--- config.mk ---
export PLATFORM = sky130hd
export DESIGN_NAME = tpc_timer_prescale_clkout
export DESIGN_NICKNAME = d
export VERILOG_FILES = /design/src/design/tpc_timer_prescale_clkout.v
export VERILOG_INCLUDE_DIRS = /design/src /design/src/inc
export SDC_FILE = /design/constraint.sdc
export NUM_CORES = 1
export LEC_CHECK = 0
export BUFFER_PORTS_ARGS = -buffer_cell sky130_fd_sc_hd__buf_4
export CORE_ASPECT_RATIO = 1.4
export CORE_MARGIN = 2
export CORE_UTILIZATION = 51
export DETAILED_ROUTE_END_ITERATION = 16
export PLACE_DENSITY = 0.85
export SLEW_MARGIN = 40
export SYNTH_ARGS = -nofsm -noshare
export SYNTH_HDL_FRONTEND = slang
export SYNTH_SLANG_ARGS = --single-unit
--- constraint.sdc ---
create_clock -name CLK_I -period 2.9 [get_ports CLK_I]
set_clock_uncertainty 0.15 [all_clocks]
set_input_delay 0.145 -clock CLK_I [delete_from_list [all_inputs] [get_ports CLK_I]]
set_output_delay 0.145 -clock CLK_I [all_outputs]
set_load 0.01 [all_outputs]
--- src/inc/tpc_defines.vh ---
`ifndef TPC_DEFINES_VH
`define TPC_DEFINES_VH
// register byte addresses
`define TPC_ADDR_CLKOUT_CONTROL 8'h00
`define TPC_ADDR_TIMER_CONFIG   8'h04
`define TPC_ADDR_TIMED_ACCESS   8'h08
`define TPC_ADDR_STATUS         8'h0c
// clkout_control fields
`define TPC_COR_ENABLE_BIT      0
`define TPC_COR_DIV_LO          1
`define TPC_COR_DIV_HI          2
`define TPC_COR_CAN0_LO         3
`define TPC_COR_CAN0_HI         4
`define TPC_COR_CAN1_LO         5
`define TPC_COR_CAN1_HI         6
`define TPC_COR_IRDA_BIT        7
`define TPC_COR_RESET           8'h00
// timer_config fields
`define TPC_CFG_T1_DIV13_BIT    0
`define TPC_CFG_T2_DIV13_BIT    1
`define TPC_CFG_RESET           2'h0
// timed-access key bytes
`define TPC_TA_KEY1             8'haa
`define TPC_TA_KEY2             8'h55
// timed-access window in clocks after the second key
`define TPC_TA_WINDOW           3'h4
// divide-by-13 count
`define TPC_DIV13               4'hd
`define TPC_DIV13_LAST          4'hc
// divide by 16 for baud-to-encoder clock
`define TPC_X16_SHIFT           4
`endif

--- src/design/tpc_timer_prescale_clkout.v ---
`timescale 1ns/1ns
// How it works
// [RL1] div13 select swaps timer pin count input for an oscillator/13 tick
// [RL2] timer 1 and timer 2 each own a separate div13 select bit
// [RL3] timer 1 div13 select applies in every timer 1 mode
// [RL4] timer 2 as baud generator ignores its div13 select bit
// [RL5] baud mode when reload select is 0 and rx or tx clock set
// [RL6] clock output is free-running 50 percent square wave when enabled
// [RL7] divide field bits 2..1 pick system clock over 2, 4, 6 or 8
// [RL8] enable bit 0 must be set; writes go through timed access
// [RL9] software sets pin latch, else pin shows latch, not the clock
// [RL10] infrared select plus enable gives sixteen times serial 0 baud
// [RL11] software sets up serial 0 before infrared clock and enable
// [RL12] timer 2 rx clock forces serial 1 rx baud-double bit to 0
// [RL13] timer 2 tx clock forces serial 1 tx baud-double bit to 0
// [RL14] every clock output control field writes only via timed access
// [RL15] both timer 2 clocks set: program serial 1 for half rate
// [RL16] enable clear stops generator, pin returns to port latch
`include "tpc_defines.vh"

// register map, one word each, only the low bits are kept:
//   0x00 clock output control, guarded by the timed-access window
//   0x04 timer config, div13 select for timer 1 (bit 0) and 2 (bit 1)
//   0x08 timed-access key register, write only, reads as zero
//   0x0c status: driving, pin value, baud mode, window, down count
// the bus slave never stalls: hreadyout stays high and the response
// is always okay, so a master can issue transfers back to back.
// hsize is not decoded; every access is treated as a whole word, so
// a narrow write still lands its low byte in the register.
// everything runs on the one system clock; the oscillator/13 tick and
// the clock output are count-based enables, never derived clocks, so
// no second clock domain exists anywhere in this block.
// all outputs are registered, so each follows its inputs by at least one clock.

module tpc_timer_prescale_clkout (
	// clock and reset
	input  wire        CLK_I,
	input  wire        RST_I,
	// ahb-lite slave
	input  wire        HSEL_I,
	input  wire [7:0]  HADDR_I,
	input  wire [1:0]  HTRANS_I,
	input  wire        HWRITE_I,
	input  wire [2:0]  HSIZE_I,
	input  wire [31:0] HWDATA_I,
	input  wire        HREADY_I,
	output reg  [31:0] HRDATA_O,
	output reg         HREADYOUT_O,
	output reg         HRESP_O,
	// timer inputs and controls
	input  wire        T1_PIN_I,
	input  wire        T2_PIN_I,
	input  wire        TIMER2_RELOAD_SELECT_N_I,
	input  wire        TIMER2_RX_CLOCK_SELECT_I,
	input  wire        TIMER2_TX_CLOCK_SELECT_I,
	input  wire        TIMER2_DOWN_COUNT_ENABLE_I,
	// serial port clocks
	input  wire        SERIAL0_BAUD_TICK_I,
	input  wire        SERIAL1_BAUD_DOUBLE_I,
	// pin latch
	input  wire        PORT_LATCH_I,
	// timer count sources
	output reg         T1_COUNT_O,
	output reg         T2_COUNT_O,
	output reg         TIMER2_BAUD_MODE_O,
	// serial 1 effective baud-double
	output reg         SERIAL1_RX_DOUBLE_O,
	output reg         SERIAL1_TX_DOUBLE_O,
	// clock output pin, oe low drives
	output reg         CLOCK_OUTPUT_PIN_O,
	output reg         CLOCK_OUTPUT_PIN_OE_N_O,
	// can prescale bits
	output reg  [1:0]  CAN0_PRESCALE_HIGH_O,
	output reg  [1:0]  CAN1_PRESCALE_HIGH_O
);
	localparam [1:0] HTRANS_NONSEQ = 2'h2;
	localparam [1:0] HTRANS_SEQ    = 2'h3;
	// timed-access states, one-hot
	localparam [2:0] TA_IDLE = 3'h1;
	localparam [2:0] TA_KEY1 = 3'h2;
	localparam [2:0] TA_OPEN = 3'h4;

	reg  [7:0] clkout_control;
	reg  [1:0] timer_config;
	reg  [2:0] ta_state;
	reg  [2:0] ta_count;
	// captured address phase
	reg        dp_write;
	reg        dp_valid;
	reg  [7:0] dp_addr;

	wire addr_ok = HSEL_I && HREADY_I &&
		(HTRANS_I == HTRANS_NONSEQ || HTRANS_I == HTRANS_SEQ);
	wire wr_cor = dp_valid && dp_write &&
		dp_addr == `TPC_ADDR_CLKOUT_CONTROL;
	wire wr_cfg = dp_valid && dp_write &&
		dp_addr == `TPC_ADDR_TIMER_CONFIG;
	wire wr_ta = dp_valid && dp_write &&
		dp_addr == `TPC_ADDR_TIMED_ACCESS;
	wire ta_open = (ta_state == TA_OPEN);

	wire clkout_enable = clkout_control[`TPC_COR_ENABLE_BIT];
	wire infrared_clock_select = clkout_control[`TPC_COR_IRDA_BIT];
	wire [1:0] clkout_divide_select =
		clkout_control[`TPC_COR_DIV_HI:`TPC_COR_DIV_LO];
	wire baud_mode = !TIMER2_RELOAD_SELECT_N_I &&
		(TIMER2_RX_CLOCK_SELECT_I || TIMER2_TX_CLOCK_SELECT_I); // RL5

	// address phase capture; slave is zero-wait so hreadyout stays high
	always @(posedge CLK_I) begin
		if (RST_I) begin
			dp_valid <= 1'b0;
			dp_write <= 1'b0;
			dp_addr <= 8'h00;
			HREADYOUT_O <= 1'b1;
			HRESP_O <= 1'b0;
		end else begin
			HREADYOUT_O <= 1'b1;
			HRESP_O <= 1'b0;
			if (HREADY_I) begin
				dp_valid <= addr_ok;
				dp_write <= HWRITE_I;
				dp_addr <= HADDR_I;
			end
		end
	end

	// read data registered at the address phase so it stands in data phase
	always @(posedge CLK_I) begin
		if (RST_I) begin
			HRDATA_O <= 32'h0000_0000;
		end else if (addr_ok && !HWRITE_I) begin
			case (HADDR_I)
			`TPC_ADDR_CLKOUT_CONTROL: HRDATA_O <= {24'h000000,
				clkout_control};
			`TPC_ADDR_TIMER_CONFIG: HRDATA_O <= {30'h0,
				timer_config};
			`TPC_ADDR_STATUS: HRDATA_O <= {27'h0,
				TIMER2_DOWN_COUNT_ENABLE_I, ta_open,
				baud_mode, CLOCK_OUTPUT_PIN_O,
				!CLOCK_OUTPUT_PIN_OE_N_O};
			default: HRDATA_O <= 32'h0000_0000;
			endcase
		end
	end

	// timed access: key1 then key2 opens a short window for one write
	// any other transfer between the two keys drops back to idle, so a
	// stray access from an interrupt handler cannot leave the window
	// half armed; the window also times out on its own so a forgotten
	// sequence cannot unlock a much later write by accident
	always @(posedge CLK_I) begin
		if (RST_I) begin
			ta_state <= TA_IDLE;
			ta_count <= 3'h0;
		end else begin
			case (ta_state)
			TA_IDLE: begin
				if (wr_ta && HWDATA_I[7:0] == `TPC_TA_KEY1)
					ta_state <= TA_KEY1;
			end
			TA_KEY1: begin
				if (wr_ta && HWDATA_I[7:0] == `TPC_TA_KEY2) begin
					ta_state <= TA_OPEN;
					ta_count <= `TPC_TA_WINDOW;
				end else if (dp_valid) begin
					ta_state <= TA_IDLE;
				end
			end
			TA_OPEN: begin
				// window closes on the protected write or on timeout
				if (wr_cor || ta_count == 3'h1)
					ta_state <= TA_IDLE;
				ta_count <= ta_count - 3'h1;
			end
			default: ta_state <= TA_IDLE;
			endcase
		end
	end

	// protected control register and plain timer config
	always @(posedge CLK_I) begin
		if (RST_I) begin
			clkout_control <= `TPC_COR_RESET;
			timer_config <= `TPC_CFG_RESET;
		end else begin
			if (wr_cor && ta_open)                 // RL14
				clkout_control <= HWDATA_I[7:0];   // RL8
			if (wr_cfg)                            // RL2
				timer_config <= HWDATA_I[1:0];
		end
	end

	// oscillator/13 tick shared by both timers
	// one free-running counter serves both timers; sharing it keeps the
	// two timebases in phase, which costs nothing since each timer only
	// sees a one-cycle tick every thirteen clocks
	reg [3:0] div13_count;
	reg       div13_tick;
	always @(posedge CLK_I) begin
		if (RST_I) begin
			div13_count <= 4'h0;
			div13_tick <= 1'b0;
		end else begin
			div13_tick <= (div13_count == `TPC_DIV13_LAST);
			if (div13_count == `TPC_DIV13_LAST)
				div13_count <= 4'h0;
			else
				div13_count <= div13_count + 4'h1;
		end
	end

	// count source selection per timer
	// timer 1 obeys its select bit in every mode; timer 2 falls back to its
	// pin whenever it runs as a baud generator, whatever its select bit
	always @(posedge CLK_I) begin
		if (RST_I) begin
			T1_COUNT_O <= 1'b0;
			T2_COUNT_O <= 1'b0;
			TIMER2_BAUD_MODE_O <= 1'b0;
		end else begin
			TIMER2_BAUD_MODE_O <= baud_mode;
			T1_COUNT_O <= timer_config[`TPC_CFG_T1_DIV13_BIT] ?
				div13_tick : T1_PIN_I;        // RL1 RL3
			if (timer_config[`TPC_CFG_T2_DIV13_BIT] && !baud_mode)
				T2_COUNT_O <= div13_tick;     // RL1
			else
				T2_COUNT_O <= T2_PIN_I;       // RL4
		end
	end

	// serial 1 baud-double masking
	// a timer 2 clock select hides the software double bit from the
	// matching serial 1 direction only; the other direction keeps it
	always @(posedge CLK_I) begin
		if (RST_I) begin
			SERIAL1_RX_DOUBLE_O <= 1'b0;
			SERIAL1_TX_DOUBLE_O <= 1'b0;
		end else begin
			SERIAL1_RX_DOUBLE_O <= SERIAL1_BAUD_DOUBLE_I &&
				!TIMER2_RX_CLOCK_SELECT_I;    // RL12
			SERIAL1_TX_DOUBLE_O <= SERIAL1_BAUD_DOUBLE_I &&
				!TIMER2_TX_CLOCK_SELECT_I;    // RL13
		end
	end

	// square wave: toggle every half period; the half period is
	// 1..4 clocks, giving divide by 2, 4, 6, 8 with exact 50% duty
	// clearing the enable parks the generator at zero, so the next
	// enable always starts from a known phase
	// a change of divide field while running takes effect at once, in
	// the half period in flight, which may stretch by up to 3 clocks
	reg [1:0] half_count;
	reg       sq_wave;
	always @(posedge CLK_I) begin
		if (RST_I || !clkout_enable) begin
			half_count <= 2'h0;                // RL16
			sq_wave <= 1'b0;
		end else if (infrared_clock_select) begin
			// baud tick assumed at 16x-baud rate / 2 per toggle
			if (SERIAL0_BAUD_TICK_I) begin    // RL10
				sq_wave <= ~sq_wave;
			end
		end else if (half_count == clkout_divide_select) begin
			half_count <= 2'h0;                // RL7
			sq_wave <= ~sq_wave;               // RL6
		end else begin
			half_count <= half_count + 2'h1;
		end
	end

	// pin drive: clock only when enabled and latch set, else latch
	// the pin is always driven; a low latch shows a steady low, which
	// is how software stops the clock without touching the guarded bits
	// the can prescale bits are plain copies of the guarded register
	always @(posedge CLK_I) begin
		if (RST_I) begin
			CLOCK_OUTPUT_PIN_O <= 1'b1;
			CLOCK_OUTPUT_PIN_OE_N_O <= 1'b0;
			CAN0_PRESCALE_HIGH_O <= 2'h0;
			CAN1_PRESCALE_HIGH_O <= 2'h0;
		end else begin
			CLOCK_OUTPUT_PIN_OE_N_O <= 1'b0;
			CAN0_PRESCALE_HIGH_O <=
				clkout_control[`TPC_COR_CAN0_HI:`TPC_COR_CAN0_LO];
			CAN1_PRESCALE_HIGH_O <=
				clkout_control[`TPC_COR_CAN1_HI:`TPC_COR_CAN1_LO];
			if (clkout_enable && PORT_LATCH_I)   // RL8 RL9
				CLOCK_OUTPUT_PIN_O <= sq_wave;
			else
				CLOCK_OUTPUT_PIN_O <= PORT_LATCH_I;  // RL16
		end
	end
endmodule

# Yosys cells after proc, flatten, opt, wreduce, memory -nomap -nowiden
# Cells that the tools add are included.
word_totals:
  out_inout_bits: 45
  latch_bits: 0
  elab_cells: 91
  register_bits: 76
  ram_bits: 0
  romBits: 0
  inputBits: 59
  n_memories: 0
op_classes:
  muxes: 15
  n_eq_ne: 19
  mul: 0
  n_div: 0
  addsub: 3
  reduce_logical: 33
  magnitude_cmp: 0
  shift: 0
  bitwise: 1
op_table:
  columns: ["operator", "n"]
  rows:
  - ["one-hot mux 8 bit (3 select lines)", 1]
  - ["== test 8 x 3 -> 1 bit (second input constant)", 2]
  - ["== test 8 x 4 -> 1 bit (second input constant)", 2]
  - ["logical NOT 8 bit", 2]
  - ["logical AND 1 bit", 15]
  - ["two-way mux 3 bit", 5]
  - ["one-hot mux 3 bit (3 select lines)", 1]
  - ["== test 8 x 7 -> 1 bit (second input constant)", 1]
  - ["== test 8 bit (second input constant)", 1]
  - ["== test 3 x 1 -> 1 bit (second input constant)", 2]
  - ["logical NOT 1 bit", 6]
  - ["two-way mux 1 bit", 6]
  - ["!= test 2 bit (second input constant)", 3]
  - ["one-hot mux 3 bit (2 select lines)", 1]
  - ["adder 4 x 1 -> 4 bit (second input constant)", 1]
  - ["== test 2 bit (second input constant)", 2]
  - ["== test 4 bit (second input constant)", 1]
  - ["logical OR 1 bit", 4]
  - ["AND reduction 2 bit", 2]
  - ["nonzero test 2 bit", 2]
  - ["== test 3 x 2 -> 1 bit (second input constant)", 1]
  - ["== test 3 bit (second input constant)", 1]
  - ["!= test 3 bit (second input constant)", 1]
  - ["AND reduction 3 bit", 1]
  - ["other kinds (7)", 7]

# Logic depth before layout (Yosys ltp)
# Gate-level depths: netlist of run 1.
logic_depth:
  ltp_word: 5
  mapped_depth: 6
  mapped_depth_nobuf: 6

# Worst setup path after synthesis of run 1
# Ideal clock, no wire load.
synth_path:
  path_type: "register to register"
  start: "register dp_addr[5]"
  end: "register clkout_control[0]"
  synth_period_minus_slack_ns: 1.922
  path_buffers: 0
  setup_time_ns: 0.128
  setup_slack_ns: 0.978
  t_arrival_ns: 1.644
  path_stages_with_launch: 5
  required_time_ns: 2.622
  path_cell_list: "dfxtp_1 or4_4 nor4_4 mux2i_1 nor2_1"
synth_via:
  elab_chain_len: 3
synth_lines:
  columns: ["item", "line", "rtl"]
  rows:
  - ["from (decl)", "tpc_timer_prescale_clkout.v:90", "reg [7:0] dp_addr;"]
  - ["from (signal assigned)", "tpc_timer_prescale_clkout.v:114", "dp_addr <= 8'h00;"]
  - ["from (signal assigned)", "tpc_timer_prescale_clkout.v:123", "dp_addr <= HADDR_I;"]
  - ["logical NOT 8 bit (no source line)", null, null]
  - ["logical AND 1 bit (no source line)", null, null]
  - ["logical AND 1 bit", "tpc_timer_prescale_clkout.v:187", "if (wr_cor && ta_open)"]
  - ["to (signal assigned)", "tpc_timer_prescale_clkout.v:184", "clkout_control <= `TPC_COR_RESET;"]
  - ["to (signal assigned)", "tpc_timer_prescale_clkout.v:188", "clkout_control <= HWDATA_I[7:0];"]
  - ["to (decl)", "tpc_timer_prescale_clkout.v:83", "reg [7:0] clkout_control;"]
# Every way passes these cells.
# A chain may end at the register's enable or synchronous reset.

# Worst setup path after layout of run 1
layout_path:
  start: "register dp_addr[5]"
  end: "register clkout_control[1]"
# The elaborated chain is that of the path after synthesis.

==> summary.md, run 1 <==
| Metric | Value |
|---|---|
| Syn Std Cell Area | `0.00240 sq mm` |
| Cts hold-fix bufs | `26` |
| Crit-path slowest cell | `nor4_4` |
| Post-synth top area cell | `dfxtp_1` |
| Crit path cell chain | `or4_4 -> nor4_4 -> mux2i_1 -> nor2_1` |
| Setup_tns | `0 ns` |
| Clock Tree Buf Depth | `2` |
| Worst-Skew Late Latency | `around 0.31 ns` |
| CP Capture Type | `flop` |
| Most numerous cell in the Yosys netlist | `dfxtp_1` |
| Max-slew violations | `0` |
| DR WL met3 | `about 280 um` |
| Finished Cell Area | `about 0.003 sq mm` |
| Pwr per Cell Area | `453 mW/mm^2` |
| Max Cap Viol | `0` |
| Worst setup SP type | `flop` |
| Register area share after synthesis | `0.434` |
| CTS Sinks | `52` |
| Fin. Hold Viols | `0` |
| Comb pwr share | `0.111` |
| Sequential power share | `0.532` |
| Buf/Inv on CP | `0` |
| Final Setup Violations | `0` |
| Placed cell area | `roughly 0.0027 sq mm` |
| DR vias | `between 2,000 and 2,500` |
| Cts bufs inserted | `5` |
| 1st-iter DRT viols | `73` |
| #FFs+latches synth | `52` |
| CP arrival | `approximately 2.2 ns` |
| Synth async-reset ratio | `0` |
| Worst vdd ir | `0.443 mV` |
| Post-route ant nets | `0` |
| Primary FF master, synth | `dfxtp_1` |
| Top cells by area, synth | `dfxtp_1 43%, mux2i_1 9.2%, buf_4 8.4%` |
| Switching power share of the total | `0.237` |
| Via density per instance | `5.11` |
| Vias in the first global route | `roughly 2,000` |
| Setup bufs post-CTS | `0` |
| Final #Nets | `~390` |
| GP Congestion | `0.810` |
| # DRC | `0` |
| Clock Power Share | `0.358` |
| Critical path type | `reg2reg` |
| Die height | `about 85 um` |
| Largest net degree at the start of global routing | `44` |
| Tmin final | `between 2 and 2.5 ns` |
| # H-tree levels | `2` |
| Reg clk slew, reported paths | `0.09 ns` |
| Avg Inst Size Synth | `slightly above 9 sq um` |
| Post-CTS sizing | `0` |
| Number of synthesized flops with an enable pin | `0` |
| Worst path required time | `between 2 and 3 ns` |
| Met1 WL | `about 2000 um` |
| Met2 Routed Length | `~2800 um` |
| Die X-Extent | `around 62 um` |
| Initial antenna violation count | `0` |
| CTS root buf | `clkbuf_8` |
| Starting Density | `0.529` |
| Top Metal Used | `met4` |
| # port buffers | `48` |
| Number of placement rows | `29` |
| Ant diodes | `0` |
| IO Pins | `around 100` |
| Top-area cell type share of the netlist area | `0.434` |
| 1st-pass router iterations | `4` |
| Area grow syn2layout | `27.9%` |
| Drt wl/cell | `13.3 um` |
| Core ar. | `0.00454 sq mm` |
| Gr ovfl total | `0` |
| Hold Path Class | `in2reg` |
| CTS tree | `done` |
| Sw Pwr | `~330 uW` |
| Int Power | `1.06 mW` |
| Largest stage delay, worst path | `0.65 ns` |
| Pleak | `approximately 1.3 nW` |
| Top delay family on crit path | `simple AND/OR/NAND/NOR gates` |
| Final WL | `between 5000 and 6000 um` |
| Top cells by count, synth | `52 x dfxtp_1, 31 x nor2_1, 27 x buf_4` |
| RSZ-0062 raised after global routing | `false` |
| Post-synthesis cell count | `between 200 and 300` |
| Area of the die | `about 0.0053 sq mm` |
| Worst rel slew slack | `0.501` |
| Crit path max fanout | `8` |
| Status | `complete, no violations` |
| Yosys cell types | `48` |
| Share of cells above drive strength 1 | `0.187` |
| Slew at the pin with the worst max-slew slack | `0.743 ns` |
| Post-DP HPWL | `between 3000 and 4000 um` |
| Final worst path period share | `0.741` |
| First-pass GRT wire length | `about 8400 um` |
| Synth warn | `0` |
| Total global-route track usage | `0.210` |
| FMAX | `0.465 GHz` |
| Fin util | `0.677` |
[per-layer routing]
| metal | global-route usage | vias up |
|---|---|---|
| li1 | - | 983 |
| met1 | 0.221 | 935 |
| met2 | 0.373 | 82 |
| met3 | 0.0503 | 14 |
| met4 | 0.0967 | 0 |
| met5 | 0 | - |
[state kept, by name (all words and copies together) (netlist names), 2 cells and up]
signal	count
CAN0_PRESCALE_HIGH_O	2
CAN1_PRESCALE_HIGH_O	2
HRDATA_O	8
clkout_control	8
div13_count	4
dp_addr	8
half_count	2
ta_count	3
ta_state	3
timer_config	2
[power by group through the flow]
stage          Sequential (mW)  Combinational (mW)  Clock [mW]
5_1_grt                  0.742               0.169       0.541
3_5_place_dp             0.756               0.125           0
3_3_place_gp             0.755               0.122           0
4_1_cts                  0.739               0.152       0.501
6_report                 0.740               0.154       0.498
2_1_floorplan            0.755              0.0938           0
[tightest hold or removal path: stages]
cell,delay (ns)
buf_4,0.07
o21bai_1,0.17
nor2_1,0.05
[cells in the final DEF (no fill, tap or decap), types with 3 or more instances in the layout]
master / count
conb_1: 27
clkbuf_8: 5
dlygate4sd3_1: 26
a22o_1: 3
nor3_1: 3
mux2i_1: 22
nand3_1: 10
inv_1: 12
a21oi_1: 13
nor2b_1: 8
buf_4: 48
dfxtp_1: 52
o2bb2ai_1: 3
xnor2_1: 3
nand2_1: 13
ha_1: 4
nor2_1: 31
and3_1: 3
o21ai_0: 3
[metrics by stage]
stage / power (mW) / setup slack, ns / cells / hold slack (ns)
after floorplan: 0.849 / 0.978 / 285 / 0.0674
after global placement: 0.877 / 0.813 / 360 / 0.165
after detailed placement: 0.881 / 0.784 / 360 / 0.169
after CTS: 1.39 / 0.750 / 394 / 0.0226
after global routing: 1.45 / 0.645 / 394 / 0.0499
final: 1.39 / 0.750 / 394 / 0.0202
[final timing paths]
path                        endpoint  cells past startpoint                     start  slack (ns)
setup / recovery   clkout_control[1]                      4                dp_addr[5]        0.75
hold / removal    TIMER2_BAUD_MODE_O                      3  TIMER2_RELOAD_SELECT_N_I        0.02
setup reg to reg   clkout_control[1]                      4                dp_addr[5]        0.75
hold reg to reg          HRDATA_O[7]                      2               HRDATA_O[7]        0.31
[kinds of logic (layout without fill, tap and decap cells)]
logic type,Yosys count,in the layout,synth area share
XOR/XNOR,4,4,0.0146
multiplexers,24,24,0.101
adder cells (fa/ha/maj),4,4,0.0209
AO/OA/AOI/OAI,34,34,0.0938
flip-flops,52,52,0.434
other,2,27,0.00313
buffers and inverters,47,94,0.116
AND/OR/NAND/NOR,93,93,0.217
[cell type report]
class	count	area, sq um
Fill cell	383	1470
Multi-Input combinational cell	186	1170
Sequential cell	52	1040
Timing Repair Buffer	74	621
Tap cell	62	77.6
Clock buffer	5	68.8
Inverter	12	45.0
Clock inverter	3	42.5
(Power assumes the default switching activity.)
==> run 2, diff against run 1 <==
--- a/config.mk
+++ b/config.mk
@@ -9,9 +9,9 @@
 export BUFFER_PORTS_ARGS = -buffer_cell sky130_fd_sc_hd__buf_4
 export CORE_ASPECT_RATIO = 1.4
 export CORE_MARGIN = 2
-export CORE_UTILIZATION = 51
+export CORE_UTILIZATION = 47
 export DETAILED_ROUTE_END_ITERATION = 16
-export PLACE_DENSITY = 0.85
+export PLACE_DENSITY = 0.79
 export SLEW_MARGIN = 40
 export SYNTH_ARGS = -nofsm -noshare
 export SYNTH_HDL_FRONTEND = slang
==> constraint.sdc (replaced) <==
create_clock -name CLK_I -period 2 [get_ports CLK_I]
set_clock_uncertainty 0.15 [all_clocks]
set_input_delay 0.1 -clock CLK_I [delete_from_list [all_inputs] [get_ports CLK_I]]
set_output_delay 0.1 -clock CLK_I [all_outputs]
set_load 0.01 [all_outputs]
==> summary.md, run 2 (synthesized netlist as in run 1, its figures left out) <==
| Metric | Value |
|---|---|
| Post-route ant nets | `0 (unchanged)` |
| Setup_tns | `0 ns (unchanged)` |
| Final WL | `5370 um (was 5250 um)` |
| 1st-pass router iterations | `4 (unchanged)` |
| Final Power | `1.92 mW (was 1.39 mW)` |
| Int Power | `1.45 mW (was 1.06 mW)` |
| Final worst path period share | `0.970 (was 0.741)` |
| CP Capture Type | `flop (unchanged)` |
| Number of placement rows | `30 (was 29)` |
| FMAX | `0.516 GHz (was 0.465 GHz)` |
| Via density per instance | `5.03 (was 5.11)` |
| Sequential power share | `0.556 (was 0.532)` |
| Crit path max fanout | `4 (was 8)` |
| Gr ovfl total | `0 (unchanged)` |
| # DRC | `0 (unchanged)` |
| Fin. Hold Viols | `0 (unchanged)` |
| Share of cells above drive strength 1 | `0.205 (was 0.187)` |
| RSZ-0062 raised after global routing | `false (unchanged)` |
| FILL cells | `402 (was 383)` |
| Largest regs | `HRDATA_O: 8 flops, clkout_control: 8 flops, dp_addr: 8 flops (unchanged)` |
| Ant diodes | `0 (unchanged)` |
| Drt wl/cell | `13.4 um (was 13.3 um)` |
| Hold Path Class | `in2reg (unchanged)` |
| Switching power share of the total | `0.244 (was 0.237)` |
| DR vias | `2,017 (was 2,014)` |
| Sw Pwr | `469 uW (was 329 uW)` |
| Clock Tree Buf Depth | `2 (unchanged)` |
| Cts bufs inserted | `5 (unchanged)` |
| Fin util | `0.641 (was 0.677)` |
| Max Cap Viol | `0 (unchanged)` |
| Reg clk slew, reported paths | `0.09 ns (about the same)` |
| Pleak | `1.32 nW (was 1.30 nW)` |
| GR met2 Demand/Resource | `0.396 (was 0.373)` |
| Area of the die | `0.00570 sq mm (was 0.00528 sq mm)` |
| CP arrival | `1.98 ns (was 2.19 ns)` |
| Commonest non-fill, non-tap cell in the layout | `dfxtp_1 (unchanged)` |
| Tmin final | `1.94 ns (was 2.15 ns)` |
| Status | `complete, no violations (unchanged)` |
| Clock Power Share | `0.325 (was 0.358)` |
| Worst setup SP type | `flop (unchanged)` |
| Worst-Skew Late Latency | `0.31 ns (about the same)` |
| CTS Sinks | `52 (unchanged)` |
| Worst vdd ir | `0.466 mV (was 0.443 mV)` |
| Die X-Extent | `64.4 um (was 62.0 um)` |
| Post-DP HPWL | `3730 um (was 3720 um)` |
| Final Worst Setup Slack | `0.0603 ns (was 0.750 ns)` |
| CTS root buf | `clkbuf_8 (unchanged)` |
| # port buffers | `48 (unchanged)` |
| Met3 Use GR | `0.0420 (was 0.0503)` |
| 1st-iter DRT viols | `64 (was 73)` |
| Worst path required time | `2.04 ns (was 2.94 ns)` |
| First-pass GRT wire length | `8880 um (was 8380 um)` |
| Final Setup Violations | `0 (unchanged)` |
| Initial antenna violation count | `0 (unchanged)` |
| Pwr per Cell Area | `615 mW/mm^2 (was 453 mW/mm^2)` |
| RR Startpoint | `dp_addr[5] (unchanged)` |
| Worst Hold End | `HRDATA_O[4] (was TIMER2_BAUD_MODE_O)` |
| R2r endpoint | `timer_config[1] (was clkout_control[1])` |
| Max-slew violations | `0 (unchanged)` |
| Core ar. | `0.00488 sq mm (was 0.00454 sq mm)` |
| Die height | `88.5 um (was 85.2 um)` |
| Setup bufs post-CTS | `0 (unchanged)` |
| Setup slack on the worst flop-to-flop path | `0.06 ns (was 0.75 ns)` |
| Total global-route track usage | `0.202 (was 0.210)` |
| Final #Nets | `399 (was 394)` |
| Largest net degree at the start of global routing | `44 (unchanged)` |
| Hold path startpoint | `TIMER2_DOWN_COUNT_ENABLE_I (was TIMER2_RELOAD_SELECT_N_I)` |
| Place WS | `-0.00378 ns (was 0.784 ns)` |
| IO Pins | `104 (unchanged)` |
| # H-tree levels | `2 (unchanged)` |
| R2r worst-path depth | `4 (unchanged)` |
| Most frequent cells in the layout | `52 x dfxtp_1, 51 x buf_4, 31 x nor2_1 (was 52 x dfxtp_1, 48 x buf_4, 31 x nor2_1)` |
| Starting Density | `0.492 (was 0.529)` |
| Area grow syn2layout | `30.3% (was 27.9%)` |
| Worst hold path stage count | `5 (was 3)` |
| Most used routing layer | `met2 (unchanged)` |
| CTS tree | `done (unchanged)` |
| Comb pwr share | `0.119 (was 0.111)` |
| Critical path type | `reg2reg (unchanged)` |
| GP Congestion | `0.808 (was 0.810)` |
| Met1 Usage GRT | `0.200 (was 0.221)` |
| Vias in the first global route | `2,026 (was 1,942)` |
## run 2: cell count changes in the layout (fill, tap and decap cells not counted), sizes merged
cell,delta
buf,+4
bufinv,-1
clkbuf,+2
clkinv,-1
dlygate4sd3,+1
## run 2: metrics by stage
stage | instances | cell area [sq um] | hold WS (ns)
6_report | 401 | 3130 | 0.0298
5_1_grt | 401 | 3130 | 0.0365
4_1_cts | 401 | 3110 | 0.0205
3_5_place_dp | 366 | 2740 | 0.120
3_3_place_gp | 366 | 2740 | 0.120
2_1_floorplan | 285 | 2490 | 0.0224
## run 2: worst max-delay path by stage
stage / start / end / slack, ns / depth (start not counted)
after floorplan: dp_addr[5] / clkout_control[0] / 0.08 / 4
after global placement: dp_addr[5] / ta_count[1] / 0.02 / 4
after detailed placement: dp_addr[5] / ta_count[0] / -0.004 / 4
after CTS: dp_addr[5] / timer_config[1] / 0.01 / 4
after global routing: dp_addr[5] / timer_config[1] / 0.03 / 4
final: dp_addr[5] / timer_config[1] / 0.06 / 4
## run 2: critical path: stages, from the launching register on
cell,delay [ns]
dfxtp_1,0.33
or4_4,0.57
or4b_4,0.53
mux2i_1,0.19
nor2_1,0.06
## run 2: layer usage
metal  wire length, um  part of all wire
met1              2150              0.40
met2              2780              0.52
met3               301             0.056
met4               138             0.026
met5                 0                 0
## run 2: power groups by stage
stage	clock, mW	combinational (mW)	sequential [mW]
after floorplan	0	0.136	1.10
after global placement	0	0.179	1.09
after detailed placement	0	0.184	1.09
after CTS	0.640	0.224	1.07
after global routing	0.684	0.251	1.07
final	0.625	0.228	1.07
## run 2: repair_timing
item,in CTS,in global routing
endpoints found under the setup margin,1,3
hold buffers,27,0
cloned,0,0
endpoints found under the hold margin,26,0
gates resized for setup,1,3
## run 2: final cells by class
cell class	instances	area, sq um	share of cell area
Multi-Input combinational cell	186	1190	0.382
Sequential cell	52	1040	0.333
Timing Repair Buffer	79	673	0.215
Clock buffer	7	86.3	0.0276
Tap cell	64	80.1	0.0256
Inverter	12	45.0	0.0144
Clock inverter	1	7.51	0.00240
